==> src/rtl/cpd_pkg.sv <==
// Package of constants for the complementary PWM dead-time block
package cpd_pkg;

  // ----------------------------------------
  // Geometry
  // ----------------------------------------
  localparam int unsigned NUM_PAIRS = 4;
  localparam int unsigned DT_WIDTH = 6;
  localparam int unsigned PS_WIDTH = 2;
  localparam int unsigned ADDR_WIDTH = 4;
  localparam int unsigned DATA_WIDTH = 16;

  // ----------------------------------------
  // Register offsets
  // ----------------------------------------
  localparam logic [3:0] OUTPUT_PAIR_CONFIG_OFS = 4'h0;
  localparam logic [3:0] DEADTIME_VALUE_CONFIG_OFS = 4'h1;
  localparam logic [3:0] DEADTIME_ASSIGN_CONFIG_OFS = 4'h2;
  localparam logic [3:0] PAIR_STATUS_OFS = 4'h3;

  // ----------------------------------------
  // Field positions
  // ----------------------------------------
  // output_pair_config: bits 3:0 independent select per pair
  localparam int unsigned PAIR_INDEP_LSB = 0;
  // deadtime_value_config
  localparam int unsigned DT_A_COUNT_LSB = 0;
  localparam int unsigned DT_A_PRESCALE_LSB = 6;
  localparam int unsigned DT_B_COUNT_LSB = 8;
  localparam int unsigned DT_B_PRESCALE_LSB = 14;
  // deadtime_assign_config: pair n active sel at bit 2n, inactive at 2n+1
  localparam int unsigned ACTIVE_SEL_LSB = 0;
  localparam int unsigned INACTIVE_SEL_LSB = 1;
  // pair_status: bits 3:0 duty level, bits 7:4 dead time running
  localparam int unsigned STAT_DUTY_LSB = 0;
  localparam int unsigned STAT_BUSY_LSB = 4;

  // ----------------------------------------
  // Reset values
  // ----------------------------------------
  localparam logic [3:0] PAIR_INDEP_RESET = 4'h0;
  localparam logic [15:0] DT_VALUE_RESET = 16'h0000;
  localparam logic [7:0] DT_ASSIGN_RESET = 8'h00;

  // ----------------------------------------
  // Prescaler codes
  // ----------------------------------------
  typedef enum logic [1:0] {
    CPD_PS_DIV1 = 2'h0,
    CPD_PS_DIV2 = 2'h1,
    CPD_PS_DIV4 = 2'h2,
    CPD_PS_DIV8 = 2'h3
  } cpd_prescale_t;

endpackage : cpd_pkg

==> src/rtl/cpd_top.sv <==
// Top of the four-pair complementary PWM output stage with dead time
//
// Our own choices: the register addresses and the strobed register port.
`timescale 1ns/1ps
`default_nettype none

module cpd_top #(
  parameter int unsigned NUM_PAIRS = cpd_pkg::NUM_PAIRS
) (
  input wire logic mclk,
  input wire logic sys_rst,
  input wire logic [3:0] reg_addr,
  input wire logic [15:0] reg_wdata,
  input wire logic reg_wr,
  input wire logic reg_rd,
  output logic [15:0] reg_rdata,
  input wire logic duty_cycle_one,
  input wire logic duty_cycle_two,
  input wire logic duty_cycle_three,
  input wire logic duty_cycle_four,
  input wire logic timebase_enable,
  output logic pair1_high_out,
  output logic pair1_low_out,
  output logic pair2_high_out,
  output logic pair2_low_out,
  output logic pair3_high_out,
  output logic pair3_low_out,
  output logic pair4_high_out,
  output logic pair4_low_out
);

  if (NUM_PAIRS != 4) begin : g_check
    $error("cpd_top serves exactly four pairs");
  end

  // ----------------------------------------
  // State
  // ----------------------------------------
  typedef struct packed {
    logic [3:0] pair_independent_select;
    logic [15:0] deadtime_value_config;
    logic [7:0] deadtime_assign_config;
    logic [15:0] rdata;
  } cpd_regs_t;

  cpd_regs_t rg_r;
  cpd_regs_t rg_nxt;

  logic [3:0] duty;
  logic [3:0] high_nxt;
  logic [3:0] low_nxt;
  logic [3:0] busy;
  logic [3:0] high_r;
  logic [3:0] low_r;
  logic cfg_write;

  assign duty = {duty_cycle_four, duty_cycle_three, duty_cycle_two, duty_cycle_one};

  function automatic logic hit(input logic [3:0] a, input logic [3:0] ofs);
    hit = (a == ofs);
  endfunction : hit

  // Either dead-time register written: clears every prescaler
  assign cfg_write = reg_wr && (hit(reg_addr, cpd_pkg::DEADTIME_VALUE_CONFIG_OFS) ||
                                hit(reg_addr, cpd_pkg::DEADTIME_ASSIGN_CONFIG_OFS));

  // ----------------------------------------
  // Register bus
  // ----------------------------------------
  // Writes while timebase_enable is high are accepted; results are the user's problem
  always_comb begin
    rg_nxt = rg_r;
    rg_nxt.rdata = 16'h0000;
    if (reg_wr) begin
      if (hit(reg_addr, cpd_pkg::OUTPUT_PAIR_CONFIG_OFS)) begin
        rg_nxt.pair_independent_select = reg_wdata[cpd_pkg::PAIR_INDEP_LSB +: 4];
      end
      if (hit(reg_addr, cpd_pkg::DEADTIME_VALUE_CONFIG_OFS)) begin
        rg_nxt.deadtime_value_config = reg_wdata;
      end
      if (hit(reg_addr, cpd_pkg::DEADTIME_ASSIGN_CONFIG_OFS)) begin
        rg_nxt.deadtime_assign_config = reg_wdata[7:0];
      end
    end
    if (reg_rd) begin
      if (hit(reg_addr, cpd_pkg::OUTPUT_PAIR_CONFIG_OFS)) begin
        rg_nxt.rdata = {12'h000, rg_r.pair_independent_select};
      end else if (hit(reg_addr, cpd_pkg::DEADTIME_VALUE_CONFIG_OFS)) begin
        rg_nxt.rdata = rg_r.deadtime_value_config;
      end else if (hit(reg_addr, cpd_pkg::DEADTIME_ASSIGN_CONFIG_OFS)) begin
        rg_nxt.rdata = {8'h00, rg_r.deadtime_assign_config};
      end else if (hit(reg_addr, cpd_pkg::PAIR_STATUS_OFS)) begin
        rg_nxt.rdata = {7'h00, timebase_enable, busy, duty};
      end
    end
  end

  always_ff @(posedge mclk) begin
    if (sys_rst) begin
      rg_r.pair_independent_select <= cpd_pkg::PAIR_INDEP_RESET;
      rg_r.deadtime_value_config <= cpd_pkg::DT_VALUE_RESET;
      rg_r.deadtime_assign_config <= cpd_pkg::DT_ASSIGN_RESET;
      rg_r.rdata <= 16'h0000;
      high_r <= 4'h0;
      low_r <= 4'h0;
    end else begin
      rg_r <= rg_nxt;
      high_r <= high_nxt;
      low_r <= low_nxt;
    end
  end

  // ----------------------------------------
  // Dead-time units, one per pair
  // ----------------------------------------
  for (genvar i = 0; i < 4; i++) begin : g_pair
    cpd_deadtime_unit u_dt (
      .mclk(mclk),
      .sys_rst(sys_rst),
      .duty_in(duty[i]),
      .indep_mode(rg_r.pair_independent_select[i]),
      .cfg_write(cfg_write),
      .count_a(rg_r.deadtime_value_config[cpd_pkg::DT_A_COUNT_LSB +: 6]),
      .prescale_a(rg_r.deadtime_value_config[cpd_pkg::DT_A_PRESCALE_LSB +: 2]),
      .count_b(rg_r.deadtime_value_config[cpd_pkg::DT_B_COUNT_LSB +: 6]),
      .prescale_b(rg_r.deadtime_value_config[cpd_pkg::DT_B_PRESCALE_LSB +: 2]),
      .active_sel(rg_r.deadtime_assign_config[2*i + cpd_pkg::ACTIVE_SEL_LSB]),
      .inactive_sel(rg_r.deadtime_assign_config[2*i + cpd_pkg::INACTIVE_SEL_LSB]),
      .high_nxt(high_nxt[i]),
      .low_nxt(low_nxt[i]),
      .busy(busy[i])
    );
  end

  assign reg_rdata = rg_r.rdata;
  assign pair1_high_out = high_r[0];
  assign pair1_low_out = low_r[0];
  assign pair2_high_out = high_r[1];
  assign pair2_low_out = low_r[1];
  assign pair3_high_out = high_r[2];
  assign pair3_low_out = low_r[2];
  assign pair4_high_out = high_r[3];
  assign pair4_low_out = low_r[3];

endmodule : cpd_top

`default_nettype wire

==> src/rtl/cpd_deadtime_unit.sv <==
// One dead-time unit: edge detector, prescaler and 6-bit down counter
`timescale 1ns/1ps
`default_nettype none

module cpd_deadtime_unit (
  input wire logic mclk,
  input wire logic sys_rst,
  input wire logic duty_in,
  input wire logic indep_mode,
  input wire logic cfg_write,
  input wire logic [5:0] count_a,
  input wire logic [1:0] prescale_a,
  input wire logic [5:0] count_b,
  input wire logic [1:0] prescale_b,
  input wire logic active_sel,
  input wire logic inactive_sel,
  output logic high_nxt,
  output logic low_nxt,
  output logic busy
);

  typedef struct packed {
    logic duty_d;
    logic [5:0] count;
    logic [2:0] presc;
    logic [1:0] ps_sel;
    logic high;
    logic low;
  } cpd_unit_state_t;

  cpd_unit_state_t st_r;
  cpd_unit_state_t st_nxt;

  // Terminal prescaler count for a 2-bit code
  function automatic logic [2:0] ps_last(input logic [1:0] code);
    unique case (cpd_pkg::cpd_prescale_t'(code))
      cpd_pkg::CPD_PS_DIV1: ps_last = 3'h0;
      cpd_pkg::CPD_PS_DIV2: ps_last = 3'h1;
      cpd_pkg::CPD_PS_DIV4: ps_last = 3'h3;
      cpd_pkg::CPD_PS_DIV8: ps_last = 3'h7;
    endcase
  endfunction : ps_last

  always_comb begin
    logic rise;
    logic fall;
    logic use_b;
    logic [5:0] load;
    rise = duty_in & ~st_r.duty_d;
    fall = ~duty_in & st_r.duty_d;
    use_b = rise ? active_sel : inactive_sel;
    load = use_b ? count_b : count_a;
    st_nxt = st_r;
    st_nxt.duty_d = duty_in;
    if (indep_mode) begin
      // No dead time outside complementary operation
      st_nxt.count = 6'h00;
      st_nxt.presc = 3'h0;
      st_nxt.high = duty_in;
      st_nxt.low = 1'b0;
    end else if (rise || fall) begin
      st_nxt.ps_sel = use_b ? prescale_b : prescale_a;
      st_nxt.presc = 3'h0;
      st_nxt.count = load;
      if (load == 6'h00) begin
        st_nxt.high = duty_in;
        st_nxt.low = ~duty_in;
      end else begin
        st_nxt.high = 1'b0;
        st_nxt.low = 1'b0;
      end
    end else begin
      if (cfg_write) begin
        st_nxt.presc = 3'h0;
      end else if (st_r.count != 6'h00) begin
        if (st_r.presc == ps_last(st_r.ps_sel)) begin
          st_nxt.presc = 3'h0;
          st_nxt.count = st_r.count - 6'h01;
        end else begin
          st_nxt.presc = st_r.presc + 3'h1;
        end
      end
      if (st_nxt.count == 6'h00) begin
        st_nxt.high = st_r.duty_d;
        st_nxt.low = ~st_r.duty_d;
      end
    end
  end

  always_ff @(posedge mclk) begin
    if (sys_rst) begin
      st_r <= '0;
    end else begin
      st_r <= st_nxt;
    end
  end

  assign high_nxt = st_nxt.high;
  assign low_nxt = st_nxt.low;
  assign busy = st_r.count != 6'h00;

endmodule : cpd_deadtime_unit

`default_nettype wire

==> config.mk <==
export PLATFORM = sky130hd
export DESIGN_NAME = cpd_top
export DESIGN_NICKNAME = d
export VERILOG_FILES = /design/src/rtl/cpd_pkg.sv /design/src/rtl/cpd_top.sv /design/src/rtl/cpd_deadtime_unit.sv
export SDC_FILE = /design/constraint.sdc
export NUM_CORES = 1
export LEC_CHECK = 0
export BUFFER_PORTS_ARGS = -buffer_cell sky130_fd_sc_hd__buf_2
export CORE_AREA = 4 4 115 117
export DETAILED_ROUTE_END_ITERATION = 8
export DIE_AREA = 0 0 119 121
export PLACE_DENSITY = 0.78
export SLEW_MARGIN = 15
export SYNTH_ARGS = -nofsm -noshare
export SYNTH_HDL_FRONTEND = slang
export SYNTH_HIERARCHICAL = 1
export SYNTH_SLANG_ARGS = --single-unit
==> constraint.sdc <==
create_clock -name mclk -period 3.85 [get_ports mclk]
set_input_delay 0.77 -clock mclk [delete_from_list [all_inputs] [get_ports mclk]]
set_output_delay 0.77 -clock mclk [all_outputs]
set_load 0.03 [all_outputs]
==> impl_metrics.json, run 1 <==
{
  "status": "complete, no violations",
  "die-area_sq_um": 14400,
  "drc_errors": 0,
  "yosys_warnings": 6,
  "required_ps": 4110,
  "clk-insertion-delay-late_ps": 360,
  "cts_tree": "built",
  "finalWorstSetupSlack_ps": 793,
  "syn_to_final_growth_pct": 9.04,
  "path_clk_slew_ps": 80,
  "min_path_type": "reg -> reg",
  "ys_types": 77,
  "grt_max_degree": 51,
  "die_h_microns": 121,
  "numCtsBuffers": 9,
  "worstPathArrival_ps": 3320,
  "synth_top_flop_cell": "dfxtp_1",
  "leakagePower_uw": 0.00286,
  "via_per_inst": 6.03,
  "die_width_microns": 119,
  "drt_iter0_drc": 589,
  "power_uw": 3130,
  "fin_tns_setup_ps": 0,
  "nNetsFinal": 806,
  "rsz0062_at_grt": "false",
  "min_period_ps": 3060,
  "hold_buffers": 0,
  "rows": 41,
  "cts_setup_buffers": 0,
  "synthesis.area_sq_um": 6560,
  "layout-drive-gt1-share_pct": 19.2,
  "grt_pass1_vias": 5518,
  "synth.net_count": 781,
  "grt_pass1_wl_mm": 27.4,
  "ys_ff_latch": 108,
  "antenna_found_initial": 0,
  "clock-sinks": 108,
  "hold_viol": 0,
  "wirelength_mm": 16.7,
  "drv_slew": 0,
  "synth_edf_count": 0,
  "layout_commonest_cell": "dfxtp_1",
  "portBuffers": 52,
  "p_per_area_nw_per_um2": 438,
  "route.antenna.remaining_nets": 0,
  "endpoint_kind": "flip-flop",
  "antenna_cells": 0,
  "place_area_sq_um": 6850,
  "ioPinCount": 53,
  "max-slew-margin-rel_pct": 58.6,
  "finalSetupViolCount": 0,
  "cts_resized": 0,
  "vias": 5684,
  "syn_avg_cell_area_sq_um": 8.87,
  "hpwl_mm": 12.1,
  "skew_ps": 6.75,
  "clockBufferDepth": 2,
  "min_period_over_period_pct": 79.4,
  "htree_levels": 3,
  "gr-total-overflow": 0,
  "wire_per_inst_microns": 17.7,
  "synthCells": 740,
  "core_sq_um": 12400,
  "path_class": "in -> reg",
  "critPathMaxFanout": 20,
  "synth-seq-area-share_pct": 32.9,
  "dp_slack_ps": 486,
  "start_util_pct": 53.1,
  "firstDrtPassIters": 5,
  "cts.root.buffer_cell": "clkbuf_16",
  "track_usage_pct": 23.7,
  "final_cell_mix": "dfxtp_1 (108), nor2_1 (71), buf_2 (52)",
  "stdcell_area_sq_um": 7160,
  "irDropWorstVdd_mv": 0.204,
  "cap_violations": 0,
  "async_flop_share_pct": 0,
  "worstMarginPinSlew_ps": 603,
  "place_congestion": 0.872,
  "fmax_mhz": 327,
  "worst_setup_path_start_kind": "input port"
}
-- report_power, final --
group	switching, uW	internal, uW	leakage (uW)
registers	85.1	1190	0.000881
logic	528	368	0.00184
clock network	448	515	0.000145
-- logic make-up after synthesis --
kind of cell	after synthesis	share of synthesized area [%]
flops	108	32.9
simple gates	297	27.1
xor+xnor	15	2.00
mux	50	8.58
fa+ha+maj	12	2.29
buf+inv	72	5.53
compound gates	186	21.6
-- per-layer routing --
layer | wire, microns | up-vias | track usage, %
met4 | 541 | 0 | 10.9
met3 | 913 | 46 | 3.78
met5 | 0 | - | 0
met2 | 8110 | 196 | 40.9
li1 | - | 2746 | -
met1 | 7100 | 2696 | 29.0
-- through the flow --
step,util [%],hold WS [ps],std cells
after floorplan,-,458,740
after global placement,55.4,475,926
after detailed placement,55.4,490,926
after CTS,57.9,504,942
after global routing,57.9,532,942
final,57.9,501,942
-- flip-flops by register name (all words and copies together), names as in the netlist --
signal,cells
reg_rdata,16
rg_r,28
g_pair.u_dt/st_r,56
low_r,4
high_r,4
-- final cells by class --
type / count / area (sq um)
repair buffers: 63 / 343
inverters: 23 / 86.3
flip-flops and latches: 108 / 2160
fillers: 1101 / 5210
multi-input cells: 560 / 4040
well taps: 172 / 215
clock inverters: 7 / 82.6
clock buffers: 9 / 225
-- worst max-delay path: stages --
cell	delay [ps]
buf_2	250
or4b_1	520
o21ai_2	440
buf_4	330
nor4_1	100
o211a_1	160
a21oi_1	220
a2bb2oi_1	220
o221ai_2	120
and2b_1	170
-- path summary, 6_finish.rpt --
check / start / endpoint / slack (ps) / cells after the start
max: reg_addr[0] / g_pair[1].u_dt/st_r[0] / 790 / 10
min: rg_r[18] / rg_r[18] / 500 / 2
max reg2reg: g_pair[2].u_dt/st_r[13] / high_r[2] / 1220 / 10
min reg2reg: rg_r[18] / rg_r[18] / 500 / 2
-- synthesized netlist by cell type, types with 5 or more instances --
library cell / count / area share [%]
inv_1: 19 / 1.1
nand3_1: 18 / 1.4
o21a_1: 6 / 0.69
nor2b_1: 36 / 3.4
nor4_1: 16 / 1.5
a21oi_1: 44 / 3.4
nand2_1: 38 / 2.2
nand2b_1: 28 / 2.7
mux2i_1: 36 / 5.5
buf_2: 8 / 0.61
buf_4: 17 / 1.9
or4_1: 5 / 0.57
a211oi_1: 38 / 4.3
nor2_1: 71 / 4.1
mux2_2: 10 / 1.7
nor3_1: 14 / 1.1
dfxtp_1: 108 / 33
xor2_1: 7 / 0.93
and2b_1: 7 / 0.80
xnor2_1: 8 / 1.1
and2_1: 11 / 1.0
buf_1: 5 / 0.29
o21ai_0: 30 / 2.3
ha_1: 12 / 2.3
o2111ai_1: 7 / 0.93
clkbuf_1: 14 / 0.80
or2_2: 7 / 0.67
Note: power is estimated with default switching activity, not from simulation.
==> run 2: changes to the inputs <==
--- a/config.mk
+++ b/config.mk
@@ -9,7 +9,7 @@
 export CORE_AREA = 4 4 115 117
 export DETAILED_ROUTE_END_ITERATION = 8
 export DIE_AREA = 0 0 119 121
-export PLACE_DENSITY = 0.78
+export PLACE_DENSITY = 0.81
 export SLEW_MARGIN = 15
 export SYNTH_ARGS = -nofsm -noshare
 export SYNTH_HDL_FRONTEND = slang
==> constraint.sdc (replaced) <==
create_clock -name mclk -period 2.6 [get_ports mclk]
set_input_delay 0.52 -clock mclk [delete_from_list [all_inputs] [get_ports mclk]]
set_output_delay 0.52 -clock mclk [all_outputs]
set_load 0.03 [all_outputs]
==> impl_metrics.json, run 2 (synthesis gave the netlist of run 1 again) <==
{
  "status": "complete, no violations",
  "r2r_start": "g_pair[0].u_dt/st_r[7]",
  "cts.root.buffer_cell": "clkbuf_16",
  "fin_tns_setup_ps": 0,
  "min_path_type": "in -> reg",
  "route.antenna.remaining_nets": 0,
  "dp_slack_ps": -108,
  "endpoint_kind": "flip-flop",
  "wire_per_inst_microns": 16.9,
  "start_util_pct": 53.1,
  "track_usage_pct": 22.8,
  "grt_pass1_vias": 5302,
  "cap_violations": 0,
  "die_width_microns": 119,
  "worst_setup_path_start_kind": "flip-flop",
  "required_ps": 2850,
  "die_h_microns": 121,
  "nNetsFinal": 842,
  "layout_commonest_cell": "dfxtp_1",
  "final_cell_mix": "dfxtp_1 (108), nor2_1 (71), buf_2 (52)",
  "clock-sinks": 108,
  "finalWorstSetupSlack_ps": 190,
  "top_register": "g_pair.u_dt/st_r",
  "grt_max_degree": 74,
  "r2r_end": "g_pair[0].u_dt/st_r[0]",
  "drc_errors": 0,
  "place_inst": 962,
  "min_period_over_period_pct": 92.7,
  "antenna_cells": 0,
  "cts_setup_buffers": 0,
  "antenna_found_initial": 0,
  "r2r_slack_ps": 190,
  "path_class": "reg -> reg",
  "numCtsBuffers": 9,
  "drv_slew": 0,
  "max-slew-margin-rel_pct": 66.5,
  "path_clk_slew_ps": 70,
  "finalSetupViolCount": 0,
  "wirelength_mm": 16.6,
  "drt_iter0_drc": 490,
  "portBuffers": 52,
  "fmax_mhz": 415,
  "layout-drive-gt1-share_pct": 23.8,
  "skew_ps": 11.5,
  "endpoint": "g_pair[0].u_dt/st_r[0]",
  "rsz0062_at_grt": "false",
  "critPathMaxFanout": 6,
  "syn_to_final_growth_pct": 14.3,
  "hold_buffers": 0,
  "gr-total-overflow": 0,
  "htree_levels": 3,
  "critPathLaunch": "g_pair[0].u_dt/st_r[7]",
  "ff2ff_path_depth": 9,
  "firstDrtPassIters": 5,
  "hpwl_mm": 11.9,
  "vias": 5793,
  "largest_register_ff_count": 56,
  "die-area_sq_um": 14400,
  "leakagePower_uw": 0.00306,
  "postLayoutCoreUtil_pct": 60.7,
  "stdcell_count": 978,
  "min_period_ps": 2410,
  "clockBufferDepth": 2,
  "cts_tree": "built",
  "hold_viol": 0,
  "cts_resized": 0,
  "irDropWorstVdd_mv": 0.386,
  "place_congestion": 0.898,
  "clk-insertion-delay-late_ps": 360,
  "worstMarginPinSlew_ps": 501,
  "via_per_inst": 5.92,
  "core_sq_um": 12400,
  "rows": 41,
  "p_per_area_nw_per_um2": 637,
  "ioPinCount": 53,
  "grt_pass1_wl_mm": 26.6,
  "worstPathArrival_ps": 2660
}
-- run 2: cell types whose count changed in the layout (fill, tap and decap cells not counted), sizes merged --
cell	previous run	this run
clkbuf	9	12
inv	26	25
clkinvlp	2	1
clkinv	1	0
buf	63	99
-- run 2: area by class of cell --
class / instances / area, sq um
Clock buffer: 12 / 246
Timing Repair Buffer: 99 / 626
Inverter: 23 / 86.3
Clock inverter: 4 / 55.1
Multi-Input combinational cell: 560 / 4110
Tap cell: 172 / 215
Fill cell: 1041 / 4860
Sequential cell: 108 / 2160
-- run 2: power by group --
group | internal [uW] | switching [uW] | total, uW
Sequential | 1760 | 122 | 1890
Clock | 782 | 626 | 1410
Combinational | 659 | 823 | 1480
Total | 3200 | 1570 | 4770
-- run 2: critical path, cell delays in order (launching register included) --
cell and delay, ps:
dfxtp_1 350, inv_1 100, ha_1 280, or3b_1 460
nor3_2 320, inv_2 70, a21oi_1 230, o21a_1 200
o221ai_2 120, and2b_1 170
-- run 2: metal layers --
metal / global-route usage (%) / part of all wire (%) / vias to the layer above / wire (microns)
met5: 0 / 0 / - / 0
met4: 9.20 / 3.4 / 0 / 563
met3: 5.36 / 6.9 / 53 / 1150
met2: 36.2 / 45 / 212 / 7470
met1: 30.1 / 45 / 2710 / 7380
li1: - / - / 2818 / -
-- run 2: stage by stage --
| step | instance area (sq um) | hold slack (ps) | power (uW) |
|---|---|---|---|
| 3_3_place_gp | 7200 | 477 | 3340 |
| 3_5_place_dp | 7200 | 486 | 3370 |
| 2_1_floorplan | 6680 | 458 | 2980 |
| 5_1_grt | 7500 | 418 | 5020 |
| 4_1_cts | 7500 | 397 | 4790 |
| 6_report | 7500 | 402 | 4770 |
-- run 2: worst min path at each step --
stage | depth (start not counted) | from | to | slack [ps]
after floorplan | 2 | rg_r[17] | rg_r[17] | 460
after global placement | 2 | rg_r[16] | rg_r[16] | 480
after detailed placement | 2 | rg_r[21] | rg_r[21] | 490
after CTS | 3 | reg_wdata[15] | rg_r[39] | 400
after global routing | 3 | reg_wdata[15] | rg_r[39] | 420
final | 3 | reg_wdata[15] | rg_r[39] | 400
==> run 3: changes to the inputs <==
--- a/config.mk
+++ b/config.mk
@@ -9,7 +9,7 @@
 export CORE_AREA = 4 4 115 117
 export DETAILED_ROUTE_END_ITERATION = 8
 export DIE_AREA = 0 0 119 121
-export PLACE_DENSITY = 0.81
+export PLACE_DENSITY = 0.82
 export SLEW_MARGIN = 15
 export SYNTH_ARGS = -nofsm -noshare
 export SYNTH_HDL_FRONTEND = slang
==> impl_metrics.json, run 3 (synthesis gave the netlist of run 1 again) <==
{
  "status": "complete, no violations",
  "seqCellArea_sq_um": 2160,
  "gr-total-overflow": 0,
  "layout-drive-gt1-share_pct": 23.1,
  "clock-sinks": 108,
  "wirelength_mm": 16.6,
  "place_inst": 958,
  "min_path_type": "in -> reg",
  "grtUsageMet1_pct": 30.2,
  "drc_errors": 0,
  "required_ps": 2890,
  "clk-insertion-delay-late_ps": 360,
  "cts_setup_buffers": 0,
  "hpwl_mm": 12.1,
  "wire_per_inst_microns": 17.1,
  "fmax_mhz": 416,
  "cts.root.buffer_cell": "clkbuf_16",
  "skew_ps": 9.21,
  "grt_pass1_wl_mm": 26.7,
  "vias": 5783,
  "die-area_sq_um": 14400,
  "slowest_delay_ps": 540,
  "rsz0062_at_grt": "false",
  "layout_commonest_cell": "dfxtp_1",
  "rows": 41,
  "endpoint_kind": "flip-flop",
  "nNetsFinal": 838,
  "worst_setup_path_start_kind": "input port",
  "slowest_stage": "or4b_4",
  "cap_violations": 0,
  "drv_slew": 0,
  "die_h_microns": 121,
  "grt_max_degree": 75,
  "place_area_sq_um": 7180,
  "leakagePower_uw": 0.00302,
  "p_per_area_nw_per_um2": 617,
  "min_period_ps": 2400,
  "irDropWorstVdd_mv": 0.327,
  "via_per_inst": 5.94,
  "crit_chain": "buf_2 -> or4b_4 -> o21ai_4 -> buf_4 -> nor4_1 -> o211a_1 -> a211oi_2 -> o211ai_1 -> o221ai_2 -> nor2b_1",
  "r2r_slack_ps": 210,
  "antenna_found_initial": 0,
  "portBuffers": 52,
  "finalSetupViolCount": 0,
  "track_usage_pct": 22.9,
  "cts_resized": 0,
  "hold_viol": 0,
  "top_usage_layer": "met2",
  "largest_register_ff_count": 56,
  "multi_input_comb_area_sq_um": 4110,
  "max-slew-margin-rel_pct": 67.2,
  "drt_iter0_drc": 603,
  "min_period_over_period_pct": 92.4,
  "worstPathArrival_ps": 2690,
  "place_congestion": 0.921,
  "worstMarginPinSlew_ps": 492,
  "final_cell_mix": "dfxtp_1 (108), nor2_1 (71), buf_2 (52)",
  "htree_levels": 3,
  "firstDrtPassIters": 6,
  "grt_pass1_vias": 5289,
  "grtUsageMet2_pct": 35.4,
  "globalRouteMet3Util_pct": 5.03,
  "ioPinCount": 53,
  "die_width_microns": 119,
  "path_clk_slew_ps": 70,
  "stdcell_count": 973,
  "syn_to_final_growth_pct": 13.3,
  "core_sq_um": 12400,
  "route.antenna.remaining_nets": 0,
  "hold_slack_ps": 410,
  "numCtsBuffers": 9,
  "top_register": "g_pair.u_dt/st_r",
  "stdcell_area_sq_um": 7430,
  "hold_buffers": 0,
  "critPathMaxFanout": 12,
  "n_fill_cell": 1086,
  "antenna_cells": 0,
  "cts_tree": "built",
  "start_util_pct": 53.1,
  "path_class": "in -> reg",
  "clockBufferDepth": 2
}
## run 3: changes by cell type in the layout (fill, tap and decap cells not counted), sizes merged
cell | previous run | this run
clkinv | 0 | 1
clkbuf | 12 | 13
bufinv | 1 | 0
buf | 99 | 95
inv | 25 | 23
## run 3: final timing paths
| path | from | end | depth (start not counted) |
|---|---|---|---|
| min | reg_wdata[12] | rg_r[36] | 3 |
| max | reg_addr[1] | low_r[1] | 10 |
| min reg2reg | rg_r[21] | rg_r[21] | 2 |
| max reg2reg | g_pair[1].u_dt/st_r[7] | g_pair[1].u_dt/st_r[0] | 9 |
## run 3: cell type report
type | count | share of cell area, %
clock buffers | 13 | 3.23
well taps | 172 | 2.90
flip-flops and latches | 108 | 29.1
repair buffers | 95 | 8.18
inverters | 23 | 1.16
clock inverters | 2 | 0.168
multi-input cells | 560 | 55.3
## run 3: stage by stage
| step | util [%] | setup TNS [ps] | power [uW] | setup WS (ps) |
|---|---|---|---|---|
| after floorplan | - | -639 | 2980 | -60.5 |
| after global placement | 58.1 | -298 | 3330 | -50.2 |
| after detailed placement | 58.1 | -1050 | 3370 | -115 |
| after CTS | 60.1 | 0 | 4600 | 211 |
| after global routing | 60.1 | 0 | 4830 | 50.1 |
| final | 60.1 | 0 | 4590 | 197 |
## run 3: power by group
part | internal [uW] | switching [uW] | total [uW]
sequential | 1760 | 125 | 1890
combinational | 650 | 818 | 1470
clock | 645 | 586 | 1230
## run 3: metal layers
layer	wire length [microns]	share of wire (%)
met1	7400	44
met2	7470	45
met3	1140	6.8
met4	631	3.8
met5	0	0
## run 3: worst max-delay path, delay by kind of cell
family	cells	cell delay, ps
buffers and inverters	2	400
and+or+nand+nor	3	770
AOI/OAI and AO/OA	5	1000
